===== src/svpwm_pkg.sv =====
// svpwm_pkg: shared constants for the space-vector pwm sector sequencer
// assumes a 25 MHz system clock; all counts derive from that rate
package svpwm_pkg;
    // clock and pwm period timing
    localparam int CLK_HZ          = 25000000;
    localparam int PWM_PERIOD_NS   = 41600;   // 41.6 us, 24 kHz
    localparam int CLK_PERIOD_NS   = 40;
    localparam int PWM_PERIOD_CYC  = PWM_PERIOD_NS / CLK_PERIOD_NS;
    // budget for per-period work: 327 cycles at 50 ns
    localparam int BUDGET_NS       = 327 * 50;
    localparam int BUDGET_CYC      = BUDGET_NS / CLK_PERIOD_NS;
    // open-loop startup time in pwm periods (default 1 s at 24 kHz)
    localparam int STARTUP_PERIODS = 24000;
    // data widths
    localparam int DW = 16;
    // phase channel codes, one-hot
    localparam logic [2:0] CH_A = 3'h1;
    localparam logic [2:0] CH_B = 3'h2;
    localparam logic [2:0] CH_C = 3'h4;
    // sector angle boundaries, 16-bit full turn
    localparam logic [15:0] ANG_60  = 16'h2AAA;
    localparam logic [15:0] ANG_120 = 16'h5555;
    localparam logic [15:0] ANG_180 = 16'h8000;
    localparam logic [15:0] ANG_240 = 16'hAAAA;
    localparam logic [15:0] ANG_300 = 16'hD555;
    // speed setpoint defaults
    localparam logic [15:0] SETPOINT_RST  = 16'h0100;
    localparam logic [15:0] SETPOINT_STEP = 16'h0001;
    localparam logic [15:0] SETPOINT_MAX  = 16'h7FFF;
    // pi gains as right-shift amounts
    localparam int KP_SHIFT = 2;
    localparam int KI_SHIFT = 6;
endpackage


===== src/svpwm_pi.sv =====
// svpwm_pi: proportional-integral speed regulator, one step per strobe
// assumes step strobe is a single-cycle pulse
`timescale 1ns/1ps
module svpwm_pi
    import svpwm_pkg::*;
(
    // clock and reset
    input  wire logic                 clk_sys,
    input  wire logic                 rst_n,
    input  wire logic                 clk_en,
    // operands
    input  wire logic                 step,
    input  wire logic signed [DW-1:0] setpoint,
    input  wire logic signed [DW-1:0] measured,
    // result
    output logic signed [DW-1:0]      out_r
);
    logic signed [DW-1:0] integ_r;   // integrator state
    logic signed [DW-1:0] integ_nxt;
    logic signed [DW-1:0] out_nxt;
    logic signed [DW-1:0] err;       // halved error, keeps sum in range
    logic signed [DW-1:0] sum;

    // next state: both operands halved before subtract to avoid overflow
    always_comb begin
        err       = (setpoint >>> 1) - (measured >>> 1);
        integ_nxt = integ_r;
        out_nxt   = out_r;
        sum       = '0;
        if (step) begin
            integ_nxt = integ_r + (err >>> KI_SHIFT);
            sum       = (integ_nxt >>> 1) + ((err >>> KP_SHIFT) >>> 1);
            out_nxt   = sum <<< 1;
        end
    end

    // registers
    always_ff @(posedge clk_sys or negedge rst_n) begin
        if (!rst_n) begin
            integ_r <= '0;
            out_r   <= '0;
        end else if (clk_en) begin
            integ_r <= integ_nxt;
            out_r   <= out_nxt;
        end
    end
endmodule


===== src/svpwm_sector.sv =====
// svpwm_sector: sector lookup and channel toggle ordering
// assumes angle and ordering inputs are stable within the evaluation cycle
`timescale 1ns/1ps
module svpwm_sector
    import svpwm_pkg::*;
(
    // reference angle
    input  wire logic [15:0] angle,
    // results
    output logic [2:0]       sector,
    output logic [2:0]       first_ch,
    output logic [2:0]       second_ch,
    output logic [2:0]       third_ch
);
    // sector 1..6 from 60 degree boundaries
    always_comb begin
        if (angle <= ANG_60) begin
            sector = 3'h1;
        end else if (angle <= ANG_120) begin
            sector = 3'h2;
        end else if (angle <= ANG_180) begin
            sector = 3'h3;
        end else if (angle <= ANG_240) begin
            sector = 3'h4;
        end else if (angle <= ANG_300) begin
            sector = 3'h5;
        end else begin
            sector = 3'h6;
        end
    end

    // order tables chosen so one channel toggles per edge
    always_comb begin
        case (sector)
            3'h1: begin first_ch = CH_A; second_ch = CH_B; end
            3'h2: begin first_ch = CH_B; second_ch = CH_A; end
            3'h3: begin first_ch = CH_B; second_ch = CH_C; end
            3'h4: begin first_ch = CH_C; second_ch = CH_B; end
            3'h5: begin first_ch = CH_C; second_ch = CH_A; end
            3'h6: begin first_ch = CH_A; second_ch = CH_C; end
            default: begin first_ch = CH_A; second_ch = CH_B; end
        endcase
        // third is the remaining channel
        third_ch = ~(first_ch | second_ch) & 3'h7;
    end
endmodule


===== src/svpwm_sector_sequencer.sv =====
// svpwm_sector_sequencer: top of the space-vector pwm sequencer
// assumes inputs synchronous to clk_sys; decomposition matrix rows from host
//
// Overview of operation
// - outputs step 000, x, y, 111, y, x, 000
// - direction with single channel change per edge
// - first channel per sector: A,B,B,C,C,A
// - sector one second channel is B
// - third channel is the remaining one
// - compares: t0, t0+t1, t0+t1+t2 together
// - compare values are integer timer counts
// - negative active half-times forced to zero
// - sector found against 60 degree boundaries
// - all processing triggered by period event
// - open loop start, then closed loop
// - pi skipped until loop-enable flag set
// - buttons sampled each period, change setpoint
// - speed measured only on capture flag
// - all tasks share the 24 kHz rate
// - processing finishes within one pwm period
// - speed regulator is proportional-integral
// - operands right-shifted one bit before adding
`timescale 1ns/1ps
module svpwm_sector_sequencer
    import svpwm_pkg::*;
#(
    parameter int PERIOD_CYC   = PWM_PERIOD_CYC,   // timer cycles per pwm period
    parameter int STARTUP_CNT  = STARTUP_PERIODS   // open-loop periods
)
(
    // clock, reset, enable
    input  wire logic                 clk_sys,
    input  wire logic                 rstn,
    input  wire logic                 clk_en,
    // control
    input  wire logic                 start,
    // reference vector
    input  wire logic [15:0]          ref_angle,
    input  wire logic signed [DW-1:0] ref_voltage_d,
    input  wire logic signed [DW-1:0] ref_voltage_q,
    // decomposition matrix for current sector, Q15
    input  wire logic signed [DW-1:0] mat_11,
    input  wire logic signed [DW-1:0] mat_12,
    input  wire logic signed [DW-1:0] mat_21,
    input  wire logic signed [DW-1:0] mat_22,
    // operator and sensor inputs
    input  wire logic                 speed_up_button,
    input  wire logic                 speed_down_button,
    input  wire logic                 capture_flag,
    input  wire logic [DW-1:0]        capture_count,
    // compare outputs
    output logic [DW-1:0]             phase_a_compare,
    output logic [DW-1:0]             phase_b_compare,
    output logic [DW-1:0]             phase_c_compare,
    // gate state outputs
    output logic [2:0]                phase_out,
    // status
    output logic                      period_event,
    output logic                      closed_loop_enable_flag,
    output logic [2:0]                sector_out,
    output logic [DW-1:0]             speed_setpoint,
    output logic [DW-1:0]             measured_speed,
    output logic signed [DW-1:0]      speed_command
);
    localparam int TW = $clog2(PERIOD_CYC + 1);
    localparam int SW = $clog2(STARTUP_CNT + 1);

    typedef enum logic [3:0] {
        SVPWM_IDLE  = 4'h1,   // waiting for start
        SVPWM_OPEN  = 4'h2,   // open-loop startup
        SVPWM_CLOSE = 4'h4,   // closed loop running
        SVPWM_RSVD  = 4'h8    // unused code
    } svpwm_mode_t;

    // reset synchroniser
    logic       rst_s1_r;      // first stage, read only by second
    logic       rst_n;         // released reset

    // period timer
    logic [TW-1:0] tmr_r, tmr_nxt;        // up-down timer count
    logic          dir_r, dir_nxt;        // 1 counting down
    logic          evt_r, evt_nxt;        // period event pulse

    // mode control
    svpwm_mode_t   mode_r, mode_nxt;
    logic [SW-1:0] start_cnt_r, start_cnt_nxt;
    logic          loop_on_r, loop_on_nxt;

    // compare and sector state
    logic [DW-1:0] cmp_a_r, cmp_a_nxt;
    logic [DW-1:0] cmp_b_r, cmp_b_nxt;
    logic [DW-1:0] cmp_c_r, cmp_c_nxt;
    logic [2:0]    sec_r, sec_nxt;
    logic [2:0]    ph_r, ph_nxt;

    // speed state
    logic [DW-1:0] setp_r, setp_nxt;
    logic [DW-1:0] spd_r, spd_nxt;
    logic          pi_step;

    // sector decoder results
    logic [2:0]    sector, ch1, ch2, ch3;
    logic [DW-1:0] t0, t1, t2;

    // half-time from one matrix row: Q15 products summed, clamp, integer
    function automatic logic [DW-1:0] half_time(
        input logic signed [DW-1:0] m1,
        input logic signed [DW-1:0] m2,
        input logic signed [DW-1:0] ud,
        input logic signed [DW-1:0] uq
    );
        logic signed [2*DW-1:0] p1;
        logic signed [2*DW-1:0] p2;
        logic signed [2*DW:0]   s;
        p1 = m1 * ud;
        p2 = m2 * uq;
        s  = {p1[2*DW-1], p1} + {p2[2*DW-1], p2};
        // negative durations would wrap the compare, so clamp
        if (s < 0) begin
            half_time = '0;
        end else begin
            half_time = s[DW+14:15];  // drop fraction bits
        end
    endfunction

    // compare value for one channel by its toggle rank
    function automatic logic [DW-1:0] rank_cmp(
        input logic [2:0]    ch,
        input logic [2:0]    c1,
        input logic [2:0]    c2,
        input logic [DW-1:0] a,
        input logic [DW-1:0] b,
        input logic [DW-1:0] c
    );
        if (ch == c1) begin
            rank_cmp = a;
        end else if (ch == c2) begin
            rank_cmp = DW'(a + b);
        end else begin
            rank_cmp = DW'(a + b + c);
        end
    endfunction

    // sector and channel order lookup
    svpwm_sector u_sector (
        .angle     (ref_angle),
        .sector    (sector),
        .first_ch  (ch1),
        .second_ch (ch2),
        .third_ch  (ch3)
    );

    // speed regulator
    svpwm_pi u_pi (
        .clk_sys  (clk_sys),
        .rst_n    (rst_n),
        .clk_en   (clk_en),
        .step     (pi_step),
        .setpoint (setp_r),
        .measured (spd_r),
        .out_r    (speed_command)
    );

    // reset release through two flops
    always_ff @(posedge clk_sys or negedge rstn) begin
        if (!rstn) begin
            rst_s1_r <= 1'b0;
            rst_n    <= 1'b0;
        end else begin
            rst_s1_r <= 1'b1;
            rst_n    <= rst_s1_r;
        end
    end

    // timer: counts up to half the pwm period, then back down
    always_comb begin
        tmr_nxt = tmr_r;
        dir_nxt = dir_r;
        evt_nxt = 1'b0;
        if (!dir_r) begin
            if (tmr_r >= TW'(PERIOD_CYC / 2 - 1)) begin
                dir_nxt = 1'b1;
            end else begin
                tmr_nxt = tmr_r + 1'b1;
            end
        end else begin
            if (tmr_r == '0) begin
                dir_nxt = 1'b0;
                evt_nxt = 1'b1;  // one event per period
            end else begin
                tmr_nxt = tmr_r - 1'b1;
            end
        end
    end

    always_ff @(posedge clk_sys or negedge rst_n) begin
        if (!rst_n) begin
            tmr_r <= '0;
            dir_r <= 1'b0;
            evt_r <= 1'b0;
        end else if (clk_en) begin
            tmr_r <= tmr_nxt;
            dir_r <= dir_nxt;
            evt_r <= evt_nxt;
        end
    end

    // active half-times; t1 and t2 clamped at zero
    assign t1 = half_time(mat_11, mat_12, ref_voltage_d, ref_voltage_q);
    assign t2 = half_time(mat_21, mat_22, ref_voltage_d, ref_voltage_q);
    // zero-vector time is what is left of the half period, split evenly
    always_comb begin
        logic [DW:0] used;
        used = {1'b0, t1} + {1'b0, t2};
        if (used >= (DW+1)'(PERIOD_CYC / 2)) begin
            t0 = '0;
        end else begin
            t0 = DW'(((DW+1)'(PERIOD_CYC / 2) - used) >> 1);
        end
    end

    // mode, startup timeout and loop flag
    always_comb begin
        mode_nxt      = mode_r;
        start_cnt_nxt = start_cnt_r;
        loop_on_nxt   = loop_on_r;
        case (mode_r)
            SVPWM_IDLE: begin
                if (start) begin
                    mode_nxt      = SVPWM_OPEN;
                    start_cnt_nxt = '0;
                end
            end
            SVPWM_OPEN: begin
                // count periods of open-loop run
                if (evt_r) begin
                    if (start_cnt_r >= SW'(STARTUP_CNT - 1)) begin
                        mode_nxt    = SVPWM_CLOSE;
                        loop_on_nxt = 1'b1;
                    end else begin
                        start_cnt_nxt = start_cnt_r + 1'b1;
                    end
                end
            end
            SVPWM_CLOSE: begin
                loop_on_nxt = 1'b1;
            end
            default: begin
                mode_nxt    = SVPWM_IDLE;
                loop_on_nxt = 1'b0;
            end
        endcase
    end

    always_ff @(posedge clk_sys or negedge rst_n) begin
        if (!rst_n) begin
            mode_r      <= SVPWM_IDLE;
            start_cnt_r <= '0;
            loop_on_r   <= 1'b0;
        end else if (clk_en) begin
            mode_r      <= mode_nxt;
            start_cnt_r <= start_cnt_nxt;
            loop_on_r   <= loop_on_nxt;
        end
    end

    // pi runs only on period events once the loop flag is set
    assign pi_step = evt_r & loop_on_r;

    // per-period work: compares, setpoint, speed measurement
    // all of it settles in one cycle, well inside the period budget
    always_comb begin
        cmp_a_nxt = cmp_a_r;
        cmp_b_nxt = cmp_b_r;
        cmp_c_nxt = cmp_c_r;
        sec_nxt   = sec_r;
        setp_nxt  = setp_r;
        spd_nxt   = spd_r;
        if (evt_r) begin
            sec_nxt   = sector;
            // all three loaded together, ranked by toggle order
            cmp_a_nxt = rank_cmp(CH_A, ch1, ch2, t0, t1, t2);
            cmp_b_nxt = rank_cmp(CH_B, ch1, ch2, t0, t1, t2);
            cmp_c_nxt = rank_cmp(CH_C, ch1, ch2, t0, t1, t2);
            // buttons checked every period; no press, no change
            if (speed_up_button && !speed_down_button) begin
                if (setp_r < SETPOINT_MAX) begin
                    setp_nxt = setp_r + SETPOINT_STEP;
                end
            end else if (speed_down_button && !speed_up_button) begin
                if (setp_r != '0) begin
                    setp_nxt = setp_r - SETPOINT_STEP;
                end
            end
            // speed measured only with a valid hall capture
            if (capture_flag) begin
                spd_nxt = capture_count;
            end
        end
    end

    always_ff @(posedge clk_sys or negedge rst_n) begin
        if (!rst_n) begin
            cmp_a_r <= '0;
            cmp_b_r <= '0;
            cmp_c_r <= '0;
            sec_r   <= 3'h1;
            setp_r  <= SETPOINT_RST;
            spd_r   <= '0;
        end else if (clk_en) begin
            cmp_a_r <= cmp_a_nxt;
            cmp_b_r <= cmp_b_nxt;
            cmp_c_r <= cmp_c_nxt;
            sec_r   <= sec_nxt;
            setp_r  <= setp_nxt;
            spd_r   <= spd_nxt;
        end
    end

    // gate outputs: channel high while timer is at or above its compare
    // rising ramp gives 000,x,y,111 and falling ramp the reverse
    always_comb begin
        ph_nxt = 3'h0;
        if (mode_r != SVPWM_IDLE) begin
            // compare at full width: cutting the compare to the timer width
            // would alias large counts and let two channels switch at once
            ph_nxt[0] = (DW'(tmr_r) >= cmp_a_r);
            ph_nxt[1] = (DW'(tmr_r) >= cmp_b_r);
            ph_nxt[2] = (DW'(tmr_r) >= cmp_c_r);
        end
    end

    always_ff @(posedge clk_sys or negedge rst_n) begin
        if (!rst_n) begin
            ph_r <= 3'h0;
        end else if (clk_en) begin
            ph_r <= ph_nxt;
        end
    end

    // outputs
    assign phase_a_compare         = cmp_a_r;
    assign phase_b_compare         = cmp_b_r;
    assign phase_c_compare         = cmp_c_r;
    assign phase_out               = ph_r;
    assign period_event            = evt_r;
    assign closed_loop_enable_flag = loop_on_r;
    assign sector_out              = sec_r;
    assign speed_setpoint          = setp_r;
    assign measured_speed          = spd_r;
endmodule


===== config.mk =====
export PLATFORM = sky130hd
export DESIGN_NAME = svpwm_sector_sequencer
export DESIGN_NICKNAME = d
export VERILOG_FILES = /design/src/svpwm_pkg.sv /design/src/svpwm_pi.sv /design/src/svpwm_sector.sv /design/src/svpwm_sector_sequencer.sv
export SDC_FILE = /design/constraint.sdc
export NUM_CORES = 2
export LEC_CHECK = 0
export ABC_AREA = 1
export BUFFER_PORTS_ARGS = -buffer_cell sky130_fd_sc_hd__buf_2
export CAP_MARGIN = 10
export CORE_UTILIZATION = 55
export DETAILED_ROUTE_END_ITERATION = 8
export PLACE_DENSITY_LB_ADDON = 0.2
export SYNTH_ARGS = -nofsm -noshare
export SYNTH_HDL_FRONTEND = slang
export SYNTH_HIERARCHICAL = 1
export SYNTH_SLANG_ARGS = --single-unit

===== constraint.sdc =====
create_clock -name clk_sys -period 4.7 [get_ports clk_sys]
set_input_delay 0.47 -clock clk_sys [delete_from_list [all_inputs] [get_ports clk_sys]]
set_output_delay 0.47 -clock clk_sys [all_outputs]
set_load 0.005 [all_outputs]

* Yosys cells after proc, flatten, opt, wreduce, memory -nomap -nowiden
Cells that the tools add are included.
** Storage, ports and cells
- Bits in registers :: 152
- Input bits :: 135
- Output and inout port bits :: 104
- Word-level logic and storage cells :: 135
** Operators by class
- $add $sub $neg :: 14
- Multiply operators :: 4
- Order comparisons :: 14
- Equality and inequality tests :: 22
- Multiplexer cells :: 40
- Bitwise operators :: 3
- Reduce and logical (&&, ||, !) cells :: 21
** Operators with widths (count)
- 16-bit two-way mux :: 13
- 16-bit by 16-bit multiplier with 32-bit output :: 4
- 32-bit by 32-bit adder with 33-bit output :: 2
- 33-bit by 1-bit < comparator with 1-bit output (second input constant) :: 2
- 11-bit by 16-bit greater-or-equal comparator with 1-bit output :: 3
- 16-bit less-or-equal comparator (second input constant) :: 3
- 15-bit two-way mux :: 3
- 11-bit two-way mux :: 3
- 16-bit adder :: 2
- 15-bit case mux with 2 select lines :: 1
- 16-bit by 16-bit adder with 17-bit output :: 1
- 17-bit by 10-bit greater-or-equal comparator with 1-bit output (second input constant) :: 1
- 10-bit by 17-bit subtractor with 17-bit output (first input constant) :: 1
- 16-bit by 1-bit adder with 16-bit output (second input constant) :: 1
- 16-bit by 10-bit adder with 16-bit output :: 1
- 16-bit by 14-bit less-or-equal comparator with 1-bit output (second input constant) :: 1
- 16-bit by 15-bit less-or-equal comparator with 1-bit output (second input constant) :: 1
- 16-bit by 15-bit < comparator with 1-bit output (second input constant) :: 1
- 16-bit nonzero test :: 1
- 15-bit by 15-bit subtractor with 16-bit output :: 1
- 16-bit by 1-bit subtractor with 16-bit output (second input constant) :: 1
- 15-bit by 1-bit adder with 15-bit output (second input constant) :: 1
- 15-bit by 13-bit adder with 15-bit output :: 1
- 15-bit greater-or-equal comparator (second input constant) :: 1
- 32 further kinds :: 68

* Longest topological paths before layout
- Depth after elaboration :: 12
- Depth in mapped cells :: 83
- Mapped depth without buffers :: 81

* By module
Netlist, hierarchy kept.
** Modules (own cells, without submodules)
- svpwm_sector_sequencer :: times used 1, cells an instance 6424, area an instance 51022.7 µm², seq. area each 3006.6 µm²
- svpwm_pi :: times used 1, cells an instance 446, area an instance 3156.8 µm², seq. area each 775.7 µm²
- svpwm_sector :: times used 1, cells an instance 117, area an instance 538.0 µm², seq. area each 0.0 µm²

* Worst setup path after synthesis
OpenSTA, ideal clock, no wires.
- Path type :: input port to flip-flop
- Start :: input mat_12[15]
- End :: register cmp_a_r[15] (netlist: phase_a_compare[15])
- Library setup time :: 0.077 ns
- Data arrival time :: 12.263 ns
- Data required time :: 4.623 ns
- Path slack :: -7.640 ns
- Cell stages on the path :: 70
- Path buffers :: 2
- Cell sequence :: clkbuf_1 > nand2_1 > fa_1 > inv_1 > fa_1 > inv_1 > fa_1 > inv_2 > fa_1 > inv_1 > fa_1 > fa_1 > inv_1 > fa_1 > inv_1 > fa_1 > inv_1 > ha_1 > (+34 left out) > a21o_1 > a21oi_1 > o21ai_0 > a21o_1 > a21oi_1 > o21ai_0 > xor2_1 > ha_1 > inv_1 > nor3_1 > nand3_1 > nand2_1 > nand2_1 > nand2_1 > nand3_1 > nand3_1 > nand2_1 > a21oi_1
** On the way
- Longest elaborated chain between the ends :: 11
- Elaborated cells between the ends (all ways) :: 12
- Those cells by class :: 5 x add/sub; 1 x mul; 2 x order compare; 4 x mux
** Ends and longest elaborated chain
- start, declared :: RTL line svpwm_sector_sequencer.sv:43 : input wire logic signed [DW-1:0] mat_12,
- 16-bit by 16-bit multiplier with 32-bit output (*) :: RTL line svpwm_sector_sequencer.sv:116 : p2 = m2 * uq;
- 32-bit by 32-bit adder with 33-bit output (*) :: RTL line svpwm_sector_sequencer.sv:117 : s = {p1[2*DW-1], p1} + {p2[2*DW-1], p2};
- 33-bit by 1-bit < comparator with 1-bit output :: RTL line svpwm_sector_sequencer.sv:119 : if (s < 0) begin
- 16-bit two-way mux (*) :: RTL line svpwm_sector_sequencer.sv:119
- 16-bit by 16-bit adder with 17-bit output :: RTL line svpwm_sector_sequencer.sv:214 : used = {1'b0, t1} + {1'b0, t2};
- 10-bit by 17-bit subtractor with 17-bit output / 17-bit by 10-bit greater-or-equal comparator with 1-bit output (equally long branches) :: RTL line svpwm_sector_sequencer.sv:218, svpwm_sector_sequencer.sv:215
- 16-bit two-way mux :: RTL line svpwm_sector_sequencer.sv:215 : if (used >= (DW+1)'(PERIOD_CYC / 2)) begin
- 16-bit adder :: RTL line svpwm_sector_sequencer.sv:138, svpwm_sector_sequencer.sv:140
- 16-bit adder :: RTL line svpwm_sector_sequencer.sv:140 : rank_cmp = DW'(a + b + c);
- 16-bit two-way mux :: RTL line svpwm_sector_sequencer.sv:137 : end else if (ch == c2) begin
- 16-bit two-way mux (*) :: RTL line svpwm_sector_sequencer.sv:135 : if (ch == c1) begin
- end signal, assigned :: RTL line svpwm_sector_sequencer.sv:311 : cmp_a_r <= cmp_a_nxt;
- end, declared :: RTL line svpwm_sector_sequencer.sv:90 : logic [DW-1:0] cmp_a_r, cmp_a_nxt;
Mark *: on every way between the ends. The rest lies on a longest branch, timed or not.
A chain may end at the register's enable or synchronous reset.

* Worst setup path in the final report
- Start :: input ref_voltage_q[7]
- End :: register cmp_c_r[15] (netlist: phase_c_compare[15])
** On the way
- Longest elaborated chain between the ends :: 11
- Elaborated cells between the ends (all ways) :: 16
- Those cells by class :: 6 x add/sub; 2 x mul; 3 x order compare; 5 x mux
** Ends and longest elaborated chain
- start, declared :: RTL line svpwm_sector_sequencer.sv:40 : input wire logic signed [DW-1:0] ref_voltage_q,
- 16-bit by 16-bit multiplier with 32-bit output :: RTL line svpwm_sector_sequencer.sv:116
- 32-bit by 32-bit adder with 33-bit output :: RTL line svpwm_sector_sequencer.sv:117
- 33-bit by 1-bit < comparator with 1-bit output :: RTL line svpwm_sector_sequencer.sv:119
- 16-bit two-way mux :: RTL line svpwm_sector_sequencer.sv:119
- 16-bit by 16-bit adder with 17-bit output :: RTL line svpwm_sector_sequencer.sv:214
- 10-bit by 17-bit subtractor with 17-bit output / 17-bit by 10-bit greater-or-equal comparator with 1-bit output (equally long branches) :: RTL line svpwm_sector_sequencer.sv:218, svpwm_sector_sequencer.sv:215
- 16-bit two-way mux :: RTL line svpwm_sector_sequencer.sv:215
- 16-bit adder :: RTL line svpwm_sector_sequencer.sv:138, svpwm_sector_sequencer.sv:140
- 16-bit adder :: RTL line svpwm_sector_sequencer.sv:140
- 16-bit two-way mux :: RTL line svpwm_sector_sequencer.sv:137
- 16-bit two-way mux (*) :: RTL line svpwm_sector_sequencer.sv:135
- end signal, assigned :: RTL line svpwm_sector_sequencer.sv:313 : cmp_c_r <= cmp_c_nxt;
- end, declared :: RTL line svpwm_sector_sequencer.sv:92 : logic [DW-1:0] cmp_c_r, cmp_c_nxt;
Marked as above.

==> results.toml <==
[placement]
dpl.hpwl_mm = 132.9
place_congestion = 0.9792
io_buffers = 237
dpl.cell_count = 9075
placed_area_um2 = 63630

[sta]
fmax_ghz = 0.08383
max_slew_margin_pct = 29.43
hold_viol = 0
rsz0062_at_grt = "true"
setup_viol = 50
fin_ws_ns = -7.229
finalMaxSlewViolations = 0
period_share_pct = 253.8
tightest_slew_ns = 1.059
period_needed_ns = 11.93
setup_tns_ns = -301.70
skew_ns = 0.01293

[clock_tree]
clk_pin_slew_ns = 0.07
cts_buffer_depth = 2
ctsHtreeMaxLevel = 4
cts_buffers = 17
cts_root_buf = "clkbuf_16"
clk_latency_ns = 0.44
cts_tree = "done"
clkSinkCount = 151

[worst_setup_path]
critPathLaunchType = "input port"
worst-path-buf-inv = 13
cp_slowest_stage_delay_ns = 0.57
cpMostUsedCell = "nand2_1"
critical_path_class = "input port to flip-flop"
worstPathRequired_ns = 5.07
end_kind = "flip-flop"
cp_data_arrival_time_ns = 12.30
path_max_fanout = 5
slowest_stage = "fa_1"
path_delay_family = "adder cells"

[global_routing]
grt_util_all_layers_pct = 32.27
grt_max_degree = 80
first_global_vias = 49153
antenna_found_initial = 4
grt_pass1_wl_mm = 257.8
grt-ovfl-total = 0

[routing]
dr_wl_met2_mm = 74.94
wirelength_mm = 158.8
top_layer = "met5"
met3_length_mm = 13.34
via_per_inst = 5.093
drtPass1Iterations = 7
drtIter0Drc = 3762
routedWlPerCell_um = 17.22
drc_errors = 0
wl_met1_mm = 66.32
vias = 46977
drtAntennaViolNets = 0

[final_layout]
area_growth_pct = 23.73
multi_input_area_um2 = 44410
layout.nets = 9656
final_util_pct = 68.79
fin_area_um2 = 67700
layout.area.seq_um2 = 3786
instances_no_fill = 9223
fill_cells = 8009
post_route_cells_drive_above_1_share_pct = 22.25

[die]
die_w_um = 317.4
rows = 115
ios = 239
die_h_um = 317.4
start_util_pct = 55.59
die_area_um2 = 100700
design.core.area_um2 = 98420

[logic_synthesis]
synthesis.area_um2 = 54710
avgSynthCellArea_um2 = 7.832
synth_warnings = 6
syn_inst = 6986

[outcome]
violations = "setup timing"
status = "finished, violations left"

[job]
drv_cap = 0

[worst_hold_path]
hold_path_class = "input port to flip-flop"
final timing paths:
check / from / end / slack [ns] / depth (start not counted)
worst min register to register: rst_s1_r / rst_n / 0.38 / 0
worst max-delay path: ref_voltage_q[7] / phase_c_compare[15] / -7.23 / 74
max in group asynchronous: rst_n / sector_out[0] / 3.09 / 1
min in group asynchronous: rstn / rst_s1_r / 0.37 / 2
worst max register to register: measured_speed[3] / u_pi/out_r[15] / -0.24 / 29
worst min-delay path: capture_count[10] / measured_speed[10] / 0.25 / 2
registers in the layout, summed over array words and instances, names as in the netlist, 3 cells and up:
register / cells
measured_speed: 16
phase_a_compare: 16
phase_b_compare: 16
phase_c_compare: 16
speed_setpoint: 16
u_pi/integ_r: 16
start_cnt_r: 15
u_pi/out_r: 15
tmr_r: 11
mode_r: 3
phase_out: 3
sector_out: 3
layout make-up:
type	count	area share (%)
Timing Repair inverter	1	0.009241
Tap cell	1287	2.379
Clock buffer	17	0.6284
Clock inverter	15	0.2846
Sequential cell	151	5.593
Inverter	2091	11.64
Antenna cell	4	0.01479
Timing Repair Buffer	1160	13.86
Multi-Input combinational cell	4497	65.59
per-stage QoR:
step | hold slack [ns] | setup slack (ns)
6_report | 0.2539 | -7.229
2_1_floorplan | 0.1744 | -6.889
3_5_place_dp | 0.2613 | -8.526
3_3_place_gp | 0.2561 | -8.230
4_1_cts | 0.2397 | -7.116
5_1_grt | 0.2467 | -7.837
layer usage:
| metal | global-route usage (%) | vias up |
|---|---|---|
| met5 | 0 | - |
| met2 | 53.09 | 1687 |
| met4 | 7.001 | 2 |
| li1 | - | 21978 |
| met3 | 5.974 | 223 |
| met1 | 44.58 | 23087 |
cells in the final DEF, fill, tap and decap left out, types with 112 or more instances in the layout:
| cell | instances |
|---|---|
| ha_1 | 380 |
| inv_1 | 2022 |
| nand2_1 | 1576 |
| buf_4 | 820 |
| fa_1 | 1131 |
| a21oi_1 | 161 |
| nand2_2 | 112 |
| dfrtp_1 | 147 |
| buf_2 | 200 |
| nor2_1 | 208 |
timing repair:
item | 4_1_cts | 5_1_grt
hold buffers | 1 | 0
pin swaps | 147 | 143
hold endpoints to repair | 2 | 0
cloned | 3 | 7
setup buffers | 58 | 46
endpoints found under the setup margin | 50 | 54
gates resized for setup | 371 | 257
Power is left out: the tool's default activity adds up to more than one toggle a clock period on the data nets, which glitch-free logic cannot reach.
